File: config.mk
export PLATFORM = sky130hd
export DESIGN_NAME = qpd_ctrl
export DESIGN_NICKNAME = d
export VERILOG_FILES = /design/src/qpd_pkg.sv /design/src/qpd_ctrl.sv /design/src/qpd_sync.sv
export SDC_FILE = /design/constraint.sdc
export NUM_CORES = 1
export LEC_CHECK = 0
export BUFFER_PORTS_ARGS = -buffer_cell sky130_fd_sc_hd__buf_2
export CAP_MARGIN = 20
export CORE_ASPECT_RATIO = 0.6
export CORE_MARGIN = 8
export CORE_UTILIZATION = 56
export CTS_CLUSTER_DIAMETER = 200
export DETAILED_ROUTE_END_ITERATION = 10
export MAX_ROUTING_LAYER = met4
export PLACE_DENSITY = 0.76
export SETUP_SLACK_MARGIN = 0.5
export SLEW_MARGIN = 20
export SYNTH_ARGS = -nofsm -noshare
export SYNTH_HDL_FRONTEND = slang
export SYNTH_SLANG_ARGS = --single-unit
export TNS_END_PERCENT = 30
File: constraint.sdc
create_clock -name ref_clk -period 2.1 [get_ports ref_clk]
set_input_delay 0.525 -clock ref_clk [delete_from_list [all_inputs] [get_ports ref_clk]]
set_output_delay 0.525 -clock ref_clk [all_outputs]
set_load 0.01 [all_outputs]
File: src/qpd_pkg.sv
// Purpose: shared constants of the quad predriver control block
// Assumes: ref_clk at 100 MHz
// Notes: times kept in ns, cycle counts derived from them
package qpd_pkg;
  // ****************************************
  // clock and timing
  // ****************************************
  localparam int unsigned CLK_PERIOD_NS = 10;
  localparam int unsigned FAULT_MASK_TIME_NS = 60000;
  localparam int unsigned SHORT_DEGLITCH_TIME_NS = 3000;
  localparam int unsigned RETRY_REFRESH_TIME_NS = 10000000;
  localparam int unsigned RETRY_PULSE_TIME_NS = 6000;
  // least times round up, longest times round down
  localparam int unsigned FAULT_MASK_CYC =
    (FAULT_MASK_TIME_NS + CLK_PERIOD_NS - 1) / CLK_PERIOD_NS;
  localparam int unsigned SHORT_DEGLITCH_CYC = SHORT_DEGLITCH_TIME_NS / CLK_PERIOD_NS;
  localparam int unsigned RETRY_REFRESH_CYC = RETRY_REFRESH_TIME_NS / CLK_PERIOD_NS;
  localparam int unsigned RETRY_PULSE_CYC = RETRY_PULSE_TIME_NS / CLK_PERIOD_NS;
  // ****************************************
  // widths and reset values
  // ****************************************
  localparam int unsigned NUM_CHANNELS = 4;
  localparam int unsigned SYNC_WIDTH = 13;
  localparam int unsigned MASK_CNT_W = 13;
  localparam int unsigned DG_CNT_W = 9;
  localparam int unsigned REFRESH_CNT_W = 20;
  localparam logic [3:0] CTRL_RESET = 4'h0;
  localparam logic [3:0] SHIFT_RESET = 4'h0;
endpackage

File: src/qpd_ctrl.sv
// Purpose: serial/parallel control and fault reporting of a four-channel predriver
// Assumes: shift clock, chip select and sense inputs are asynchronous to ref_clk
// Notes: load_sense_in high means drain above the fault reference
`timescale 1ns/1ps
module qpd_ctrl
  import qpd_pkg::*;
#(
  parameter int unsigned MASK_CYC = qpd_pkg::FAULT_MASK_CYC,
  parameter int unsigned REFRESH_CYC = qpd_pkg::RETRY_REFRESH_CYC
) (
  input wire logic ref_clk,
  input wire logic reset_n,
  input wire logic spi_sclk,
  input wire logic spi_cs_n,
  input wire logic serial_in,
  output logic serial_out,
  output logic serial_out_oe,
  input wire logic [qpd_pkg::NUM_CHANNELS-1:0] parallel_channel_in,
  input wire logic [qpd_pkg::NUM_CHANNELS-1:0] load_sense_in,
  input wire logic battery_fault_in,
  input wire logic retry_mode,
  output logic [qpd_pkg::NUM_CHANNELS-1:0] fet_drive_out,
  output logic fault_flag_n,
  output logic fault_flag_oe
);
  import qpd_pkg::*;

  // ****************************************
  // input synchronisation
  // ****************************************
  logic [SYNC_WIDTH-1:0] sync_bus;
  logic sclk_s;
  logic cs_n_s;
  logic sin_s;
  logic bat_s;
  logic retry_s;
  logic [NUM_CHANNELS-1:0] par_s;
  logic [NUM_CHANNELS-1:0] sense_s;

  qpd_sync #(.WIDTH(SYNC_WIDTH)) u_sync (
    .ref_clk(ref_clk),
    .reset_n(reset_n),
    .async_in({retry_mode, battery_fault_in, load_sense_in, parallel_channel_in,
               serial_in, ~spi_cs_n, spi_sclk}),
    .sync_out(sync_bus)
  );

  assign sclk_s = sync_bus[0];
  // select synced inverted: cleared stages read deselected, no false fall after reset
  assign cs_n_s = ~sync_bus[1];
  assign sin_s = sync_bus[2];
  assign par_s = sync_bus[6:3];
  assign sense_s = sync_bus[10:7];
  assign bat_s = sync_bus[11];
  assign retry_s = sync_bus[12];

  // ****************************************
  // serial port
  // ****************************************
  logic sclk_d;
  logic cs_n_d;
  logic [3:0] shift_reg;
  logic [3:0] ctrl_reg;
  logic next_sclk_d;
  logic next_cs_n_d;
  logic [3:0] next_shift_reg;
  logic [3:0] next_ctrl_reg;
  logic next_serial_out;
  logic next_serial_out_oe;
  logic cs_fall;
  logic cs_rise;
  logic sclk_rise;
  logic sclk_fall;
  logic [NUM_CHANNELS-1:0] chan_fault;

  assign cs_fall = cs_n_d & ~cs_n_s;
  assign cs_rise = ~cs_n_d & cs_n_s;
  assign sclk_rise = ~sclk_d & sclk_s;
  assign sclk_fall = sclk_d & ~sclk_s;

  always_comb begin
    next_sclk_d = sclk_s;
    next_cs_n_d = cs_n_s;
    next_shift_reg = shift_reg;
    next_ctrl_reg = ctrl_reg;
    next_serial_out = serial_out;
    next_serial_out_oe = serial_out_oe;
    if (cs_rise) begin
      // fewer than four clocks leave fault bits in control
      next_ctrl_reg = shift_reg;
      next_shift_reg = SHIFT_RESET;
      next_serial_out_oe = 1'b0;
      next_serial_out = 1'b0;
    end else if (cs_fall) begin
      next_shift_reg = chan_fault;
      next_serial_out = chan_fault[3];
      next_serial_out_oe = 1'b1;
    end else if (!cs_n_s) begin
      if (sclk_rise) begin
        next_shift_reg = {shift_reg[2:0], sin_s};
      end else if (sclk_fall) begin
        // msb is the next device's input when cascaded
        next_serial_out = shift_reg[3];
      end
    end
  end

  always_ff @(posedge ref_clk or negedge reset_n) begin
    if (!reset_n) begin
      sclk_d <= 1'b0;
      cs_n_d <= 1'b1;
      shift_reg <= SHIFT_RESET;
      ctrl_reg <= CTRL_RESET;
      serial_out <= 1'b0;
      serial_out_oe <= 1'b0;
    end else begin
      sclk_d <= next_sclk_d;
      cs_n_d <= next_cs_n_d;
      shift_reg <= next_shift_reg;
      ctrl_reg <= next_ctrl_reg;
      serial_out <= next_serial_out;
      serial_out_oe <= next_serial_out_oe;
    end
  end

  // ****************************************
  // retry pulse timebase
  // ****************************************
  logic [REFRESH_CNT_W-1:0] refresh_cnt;
  logic [REFRESH_CNT_W-1:0] next_refresh_cnt;
  logic retry_pulse;
  logic retry_pulse_end;

  assign retry_pulse = refresh_cnt < REFRESH_CNT_W'(RETRY_PULSE_CYC);
  assign retry_pulse_end = refresh_cnt == REFRESH_CNT_W'(RETRY_PULSE_CYC - 1);

  always_comb begin
    if (refresh_cnt == REFRESH_CNT_W'(REFRESH_CYC - 1)) begin
      next_refresh_cnt = '0;
    end else begin
      next_refresh_cnt = refresh_cnt + 1'b1;
    end
  end

  always_ff @(posedge ref_clk or negedge reset_n) begin
    if (!reset_n) begin
      refresh_cnt <= '0;
    end else begin
      refresh_cnt <= next_refresh_cnt;
    end
  end

  // ****************************************
  // per-channel gate and load-fault logic
  // ****************************************
  logic [NUM_CHANNELS-1:0] chan_short;

  genvar ch;
  generate
    for (ch = 0; ch < NUM_CHANNELS; ch++) begin : g_chan
      logic gate;
      logic short_flt;
      logic [MASK_CNT_W-1:0] mask_cnt;
      logic [DG_CNT_W-1:0] dg_cnt;
      logic next_gate;
      logic next_short_flt;
      logic [MASK_CNT_W-1:0] next_mask_cnt;
      logic [DG_CNT_W-1:0] next_dg_cnt;
      logic req;
      logic masked;
      logic open_flt;

      assign req = ctrl_reg[ch] | par_s[ch];
      assign masked = mask_cnt != '0;
      // open load is a live condition, only meaningful once settled
      assign open_flt = ~gate & ~masked & ~sense_s[ch] & ~bat_s & ~short_flt;

      always_comb begin
        next_gate = req;
        next_short_flt = short_flt;
        next_dg_cnt = '0;
        next_mask_cnt = masked ? mask_cnt - 1'b1 : mask_cnt;
        if (bat_s) begin
          next_gate = 1'b0;
        end else if (short_flt) begin
          next_gate = retry_s & retry_pulse & req;
        end
        if (next_gate != gate) begin
          next_mask_cnt = MASK_CNT_W'(MASK_CYC);
        end
        // latch-off clears when the request drops; set below wins
        if (!req) begin
          next_short_flt = 1'b0;
        end else if (short_flt && retry_s && retry_pulse_end && !sense_s[ch]) begin
          next_short_flt = 1'b0;
        end
        if (gate && !short_flt && !masked && !bat_s && sense_s[ch]) begin
          if (dg_cnt == DG_CNT_W'(SHORT_DEGLITCH_CYC - 1)) begin
            next_short_flt = 1'b1;
          end else begin
            next_dg_cnt = dg_cnt + 1'b1;
          end
        end
      end

      always_ff @(posedge ref_clk or negedge reset_n) begin
        if (!reset_n) begin
          gate <= 1'b0;
          short_flt <= 1'b0;
          mask_cnt <= '0;
          dg_cnt <= '0;
        end else begin
          gate <= next_gate;
          short_flt <= next_short_flt;
          mask_cnt <= next_mask_cnt;
          dg_cnt <= next_dg_cnt;
        end
      end

      assign fet_drive_out[ch] = gate;
      assign chan_short[ch] = short_flt;
      assign chan_fault[ch] = short_flt | open_flt;
    end
  endgenerate

  // ****************************************
  // fault flag
  // ****************************************
  logic flag_pending;
  logic next_flag_pending;
  logic any_fault;

  assign any_fault = bat_s | (|chan_fault) | (|chan_short);

  always_comb begin
    next_flag_pending = flag_pending;
    // a present fault always wins over the release
    if (any_fault) begin
      next_flag_pending = 1'b1;
    end else if (cs_fall) begin
      next_flag_pending = 1'b0;
    end
  end

  always_ff @(posedge ref_clk or negedge reset_n) begin
    if (!reset_n) begin
      flag_pending <= 1'b0;
    end else begin
      flag_pending <= next_flag_pending;
    end
  end

  // pin only ever pulls low, so devices can share one line
  assign fault_flag_n = 1'b0;
  assign fault_flag_oe = flag_pending;
endmodule

File: src/qpd_sync.sv
// Purpose: two-stage synchroniser for asynchronous pins
// Assumes: each bit is an independent level
// Notes: first stage is read only by the second
`timescale 1ns/1ps
module qpd_sync #(
  parameter int unsigned WIDTH = 1
) (
  input wire logic ref_clk,
  input wire logic reset_n,
  input wire logic [WIDTH-1:0] async_in,
  output logic [WIDTH-1:0] sync_out
);
  logic [WIDTH-1:0] stage1;

  always_ff @(posedge ref_clk or negedge reset_n) begin
    if (!reset_n) begin
      stage1 <= '0;
      sync_out <= '0;
    end else begin
      stage1 <= async_in;
      sync_out <= stage1;
    end
  end
endmodule

==> impl_results.md, run 1 <==
* Setup crit end kind: flip-flop
* Clock buffer count from CTS at 17
* Outcome: finished with violations
* Detailed-routing iteration count for the pre-antenna-repair pass at 5
* Final setup violation count at 15
* Total count of hold-check failures in the final report at 0
* Min setup slack post-route at -0.04587 ns
* Number of antenna diodes at 0
* First-pass GRT wire length at 31.08 mm
* Biggest area consumer among synthesized cells: dfrtp_1
* Capture instance of the worst register-to-register path: g_chan[0].mask_cnt[1]$_DFFE_PN0P_
* Area enclosed by the die boundary at 17380 µm²
* Clock tree from TritonCTS: yes
* Final core area utilization at 73.73%
* Number of storage elements in the synthesis netlist at 155
* Clock Path Buffers at 2
* Remaining number of nets flagged by the antenna check after routing at 0
* Minimum hold slack at 0.05285 ns
* Power per Cell Area at 884.8 nW/µm²
* Starting density of the core at 57.62%
* DIE HEIGHT at 105.4 µm
* Slack of the worst reg-to-reg path at -0.05 ns
* Setup repair after global routing missed its margin: yes
* Slew margin rel. at 50.51%
* Biggest regs: g_chan.mask_cnt x52, g_chan.dg_cnt x36, refresh_cnt x20
* Leakage component of the power at 3.945 nW
* Initial drt markers at 617
* Clock tree skew after final layout at 0.01055 ns
* Arrival time of the worst setup path at 2.47 ns
* Tot GR Track Use at 22.73%
* Number of port buffers at 21
* CTS clk-pin slew, worst paths at 0.07 ns
* Post-Syn Instances at 714
* Antenna violations before repair at 0
* Biggest area contributors in the synthesized netlist: dfrtp_1 52%, nor2_1 3.7%, xnor2_1 3.5%
* Finished Cell Area at 9535 µm²
* Part of the Yosys area used for sequential elements at 52.07%
* Most common flop cell mapped by yosys: dfrtp_1
* Total via count after detailed routing at 6078
* Routed length per instance at 19.31 µm
* Place WS at -0.1205 ns
* Drt total wl at 19.25 mm
* VDD IR-drop max at 0.5212 mV
* Final nets at 845
* Cell Rows at 32
* Layout area overhead at 27.96%
* Setup TNS Final at -0.2432 ns
* Post-place instance area at 8098 µm²
* Proportion of netlist area held by the largest area contributor at 51.71%
* Violations in the final reports: negative setup slack
* Post-synth design cell area at 7452 µm²
* Startpoint types: flip-flop
* Worst Path Max Fanout at 6
* Async set-or-reset flop fraction in the synthesized netlist at 100.0%
* Count of clock tree sinks at 155
* Max FFs per register at 52
* Reg2reg path depth at 6
* Quantity of hold-fixing buffers added after cts at 0
* Fraction of final layout cells sized beyond drive strength 1 at 31.80%
* Worst setup path category: reg -> reg
* Post-synthesis average cell area at 10.44 µm²
* Number of placed I/O pins at 23
* Launch instance of the worst register-to-register path: refresh_cnt[17]$_DFF_PN0_
* Vias per Instance at 6.096
* Timing-limited maximum frequency at 466.0 MHz
* Transition time at the pin with the least slew margin at 0.7366 ns
* Die width at 164.9 µm
* Global route overflow at 0
* Global placement routability congestion at 0.8432
* EDFF count, synth at 0
* Number of distinct standard cells referenced by the synthesized netlist at 66
* Max-cap violations at 0
* Number of global-route vias before repair at 6269
* Clock period minus worst slack at 2.146 ns
* Critical path required time at 2.42 ns
* Most common library cell in the layout ignoring fill and taps: dfrtp_1
* H-tree levels at 4
* Ys Warns at 0
* Register name with the most flops: g_chan.mask_cnt
* Detailed placement HPWL at 11.18 mm
* Maximum number of pins on one net before global-route repair at 55
* Master cell of the clock root buffer: clkbuf_16
* Area of the core region at 12930 µm²
* Post-route clock period utilization at 102.2%
* Final count of pins violating max slew at 0
* Clk_lat worst skew at 0.43 ns
* Net count of the mapped netlist at 745
* Min-delay worst type: in -> async
* Highest-count cells in the layout ignoring fill and taps: 152 x dfrtp_1, 66 x buf_4, 52 x nand2_1
* Drt drc at 0
[critical path: stages (launching register included)]
cell	delay [ns]
dfrtp_1	0.38
or4b_4	0.55
nor3_4	0.19
nand3_4	0.19
buf_4	0.19
mux2_4	0.35
a2111oi_4	0.19
[area by class of cell]
| type | instances | area, µm² |
|---|---|---|
| Multi-Input combinational cell | 521 | 4026 |
| Sequential cell | 155 | 3882 |
| Fill cell | 818 | 3397 |
| Timing Repair Buffer | 99 | 759.5 |
| Clock buffer | 18 | 429.2 |
| Tap cell | 170 | 212.7 |
| Clock inverter | 14 | 150.1 |
| Inverter | 20 | 75.07 |
[worst max path at each step]
stage                                            startpoint                                 end  slack, ns  depth (start not counted)
after global routing              refresh_cnt[11]$_DFF_PN0_  g_chan[1].mask_cnt[12]$_DFFE_PN0P_      -0.11                          6
after global placement    g_chan[3].mask_cnt[0]$_DFFE_PN0P_              serial_out$_DFFE_PN0P_      -0.07                          7
after floorplan                   refresh_cnt[17]$_DFF_PN0_   g_chan[0].mask_cnt[1]$_DFFE_PN0P_       0.08                          5
after CTS                         refresh_cnt[17]$_DFF_PN0_   g_chan[2].mask_cnt[4]$_DFFE_PN0P_      -0.03                          7
final                             refresh_cnt[17]$_DFF_PN0_   g_chan[0].mask_cnt[1]$_DFFE_PN0P_      -0.05                          6
after detailed placement  g_chan[3].mask_cnt[0]$_DFFE_PN0P_              serial_out$_DFFE_PN0P_      -0.12                          7
[logic make-up after synthesis]
family	after synthesis	share of synthesized area [%]
AO/OA/AOI/OAI	84	7.925
XOR/XNOR	54	6.346
adder cells (fa/ha/maj)	16	2.686
buffers and inverters	38	2.233
flip-flops	155	52.07
multiplexers	24	3.476
other	1	0.05032
AND/OR/NAND/NOR	342	25.22
[what timing repair did]
item | 4_1_cts | 5_1_grt
resized for setup | 80 | 69
pin swaps | 28 | 61
setup buffers | 21 | 13
cloned | 1 | 1
endpoints found under the setup margin | 118 | 120
[where the power goes]
group | internal, mW | total (mW) | switching [mW] | leakage, nW
clock network | 1.69 | 3.08 | 1.40 | 0.276
logic | 0.846 | 1.73 | 0.889 | 1.76
registers | 3.25 | 3.62 | 0.369 | 1.90
[stage by stage]
| step | cells | power (mW) |
|---|---|---|
| final | 997 | 8.437 |
| after global routing | 997 | 8.795 |
| after CTS | 983 | 8.214 |
| after detailed placement | 929 | 4.856 |
| after global placement | 929 | 4.774 |
| after floorplan | 714 | 4.420 |
[cell usage after synthesis (8+ instances only)]
cell type / count
a21oi_1: 20
and2_1: 8
and3_1: 25
clkbuf_1: 9
dfrtp_1: 154
ha_1: 16
inv_1: 20
mux2i_1: 15
nand2_1: 54
nand3_1: 49
nand4_1: 11
nor2_1: 73
nor3_1: 43
o21ai_0: 20
or3_1: 11
or4_1: 11
xnor2_1: 30
xor2_1: 24
[layer usage]
metal / GRT usage (%) / wire length [µm] / share of wire [%] / vias to the layer above
li1: - / - / - / 2772
met1: 28.23 / 8354 / 43 / 3062
met2: 35.49 / 9583 / 50 / 197
met3: 5.633 / 859 / 4.5 / 47
met4: 8.643 / 452 / 2.3 / 0
met5: - / 0 / 0 / -
Note: power is estimated with default switching activity, not from simulation.
==> run 2, diff against run 1 <==
Settings changed: ABC_CLOCK_PERIOD_IN_PS set to 2100, CELL_PAD_IN_SITES_DETAIL_PLACEMENT set to 1, CELL_PAD_IN_SITES_GLOBAL_PLACEMENT set to 2, CORE_UTILIZATION 56 to 37, PLACE_DENSITY 0.76 to unset, PLACE_DENSITY_LB_ADDON set to 0.1.
==> run 2 against run 1 <==
  * The run still ends with negative setup slack left
  * Setup slack gained 0.0052 ns
  * Global-route usage down 5.8 points
  * Die area increased by 44%
  * Combinational power about the same
  * Fmax rose by 0.24%
  * Hold slack better by 0.14 ns
==> impl_results.md, run 2 (synthesis results as in run 1) <==
* Clock tree from TritonCTS: yes (unchanged)
* Routed length per instance at 17.95 µm (was 19.31 µm)
* Final nets at 843 (was 845)
* Slew margin rel. at 49.81% (was 50.51%)
* Clock period minus worst slack at 2.141 ns (was 2.146 ns)
* Number of antenna diodes at 0 (unchanged)
* Count of clock tree sinks at 155 (unchanged)
* Clk_lat worst skew at 0.44 ns (was 0.43 ns)
* Starting density of the core at 37.51% (was 57.62%)
* Detailed-routing iteration count for the pre-antenna-repair pass at 4 (was 5)
* Vias per Instance at 5.267 (was 6.096)
* Number of global-route vias before repair at 6188 (was 6269)
* Critical path required time at 2.43 ns (was 2.42 ns)
* Setup crit end kind: flip-flop (unchanged)
* Final setup violation count at 5 (was 15)
* Worst setup path category: reg -> reg (unchanged)
* Worst Path Max Fanout at 7 (was 6)
* Cell Rows at 40 (was 32)
* H-tree levels at 4 (unchanged)
* Startpoint types: flip-flop (unchanged)
* Total via count after detailed routing at 5783 (was 6078)
* Drt drc at 0 (unchanged)
* Highest-count cells in the layout ignoring fill and taps: 150 x dfrtp_1, 63 x buf_4, 52 x nand2_1 (was 152 x dfrtp_1, 66 x buf_4, 52 x nand2_1)
* Clock buffer count from CTS at 17 (unchanged)
* Place WS at -0.05310 ns (was -0.1205 ns)
* Biggest regs: g_chan.mask_cnt x52, g_chan.dg_cnt x36, refresh_cnt x20 (unchanged)
* Detailed placement HPWL at 13.49 mm (was 11.18 mm)
* Remaining number of nets flagged by the antenna check after routing at 0 (unchanged)
* Min setup slack post-route at -0.04068 ns (was -0.04587 ns)
* VDD IR-drop max at 0.6335 mV (was 0.5212 mV)
* Leakage component of the power at 3.984 nW (was 3.945 nW)
* Max-cap violations at 0 (unchanged)
* Register name with the most flops: g_chan.mask_cnt (unchanged)
* Initial drt markers at 217 (was 617)
* Power per Cell Area at 867.5 nW/µm² (was 884.8 nW/µm²)
* Violations in the final reports: negative setup slack (unchanged)
* Total count of hold-check failures in the final report at 0 (unchanged)
* Min-delay worst type: in -> reg (was in -> async)
* Antenna violations before repair at 0 (unchanged)
* Master cell of the clock root buffer: clkbuf_16 (unchanged)
* Max FFs per register at 52 (unchanged)
* Clock Path Buffers at 2 (unchanged)
* Area enclosed by the die boundary at 25090 µm² (was 17380 µm²)
* Maximum number of pins on one net before global-route repair at 45 (was 55)
* Clock tree skew after final layout at 0.01175 ns (was 0.01055 ns)
* Setup repair after global routing missed its margin: yes (unchanged)
* DIE HEIGHT at 125.9 µm (was 105.4 µm)
* Most common library cell in the layout ignoring fill and taps: dfrtp_1 (unchanged)
* Tot GR Track Use at 16.98% (was 22.73%)
* Setup TNS Final at -0.08305 ns (was -0.2432 ns)
* Number of placed I/O pins at 23 (unchanged)
* Number of port buffers at 21 (unchanged)
* First-pass GRT wire length at 33.29 mm (was 31.08 mm)
* Fraction of final layout cells sized beyond drive strength 1 at 34.91% (was 31.80%)
* Transition time at the pin with the least slew margin at 0.7529 ns (was 0.7366 ns)
* Final core area utilization at 50.13% (was 73.73%)
* CTS clk-pin slew, worst paths at 0.07 ns (about the same)
* Area of the core region at 19870 µm² (was 12930 µm²)
* Total Power Consumption at 8.640 mW (was 8.437 mW)
* Drt total wl at 19.71 mm (was 19.25 mm)
* Global placement routability congestion at 0.7984 (was 0.8432)
* Outcome: finished with violations (unchanged)
* Arrival time of the worst setup path at 2.47 ns (about the same)
* Die width at 199.2 µm (was 164.9 µm)
* Timing-limited maximum frequency at 467.1 MHz (was 466.0 MHz)
* Post-route clock period utilization at 101.9% (was 102.2%)
* Final count of pins violating max slew at 0 (unchanged)
* Layout area overhead at 33.65% (was 27.96%)
* Global route overflow at 0 (unchanged)
-- run 2: cell count changes in the layout (fill, tap and decap cells not counted), moves of 4 or more --
cell / delta
nor3_2: -5
nand3_1: -13
and3_4: +8
inv_8: -4
nor2_1: -4
or4_1: -4
nor2_2: -14
and3_1: -10
nand3_2: +12
or4_4: +4
nor2_4: +18
-- run 2: worst max-delay path, cell delays in order (launching register included) --
cell and delay [ns]:
dfrtp_1 0.39, or4b_4 0.55, nor3_4 0.19, nand3_4 0.19, mux2_4 0.38, a2111oi_4 0.32
-- run 2: worst paths after layout --
check	start	end	slack, ns	cells past startpoint
hold / removal	retry_mode	u_sync.stage1[12]$_DFF_PN0_	0.19	1
setup reg to reg	refresh_cnt[17]$_DFF_PN0_	g_chan[0].mask_cnt[1]$_DFFE_PN0P_	-0.04	5
max in group asynchronous	reset_n	g_chan[3].gate$_DFF_PN0_	0.92	3
hold reg to reg	u_sync.stage1[7]$_DFF_PN0_	u_sync.sync_out[7]$_DFF_PN0_	0.34	0
min in group asynchronous	reset_n	g_chan[3].dg_cnt[7]$_DFF_PN0_	0.55	2
setup / recovery	refresh_cnt[17]$_DFF_PN0_	g_chan[0].mask_cnt[1]$_DFFE_PN0P_	-0.04	5
-- run 2: per-stage QoR --
stage	hold slack [ns]	area [µm²]	std cells
floorplan	0.2294	7525	714
global placement	0.3315	8339	1047
detailed placement	0.3358	8339	1047
CTS	0.1649	9558	1092
global route	0.1715	9960	1098
finish	0.1912	9960	1098
-- run 2: layer usage --
layer	part of all wire (%)	track usage, %	vias to the layer above
met5	0	-	-
met4	1.2	5.211	0
met3	1.8	3.218	22
met2	47	25.07	42
met1	50	23.36	2959
li1	-	-	2760
-- run 2: final cells by class --
class	instances	area (µm²)
sequential	155	3885
fill	2103	9910
clock inverter	12	162.7
timing repair buffer	97	787.0
clock buffer	20	466.7
tap	273	341.6
inverter	20	75.07
multi-input combinational	521	4242
-- run 2: where the power goes --
group	switching, mW	total (mW)	internal [mW]
Sequential	0.350	3.60	3.25
Clock	1.33	3.30	1.98
Combinational	0.875	1.74	0.861
-- run 2: what timing repair did --
action                                  4_1_cts  5_1_grt
setup buffers                                12        6
resized for setup                           115       84
hold buffers                                  1        0
pin swaps                                    74       56
endpoints found under the setup margin      119      122
hold endpoints to repair                     32        0
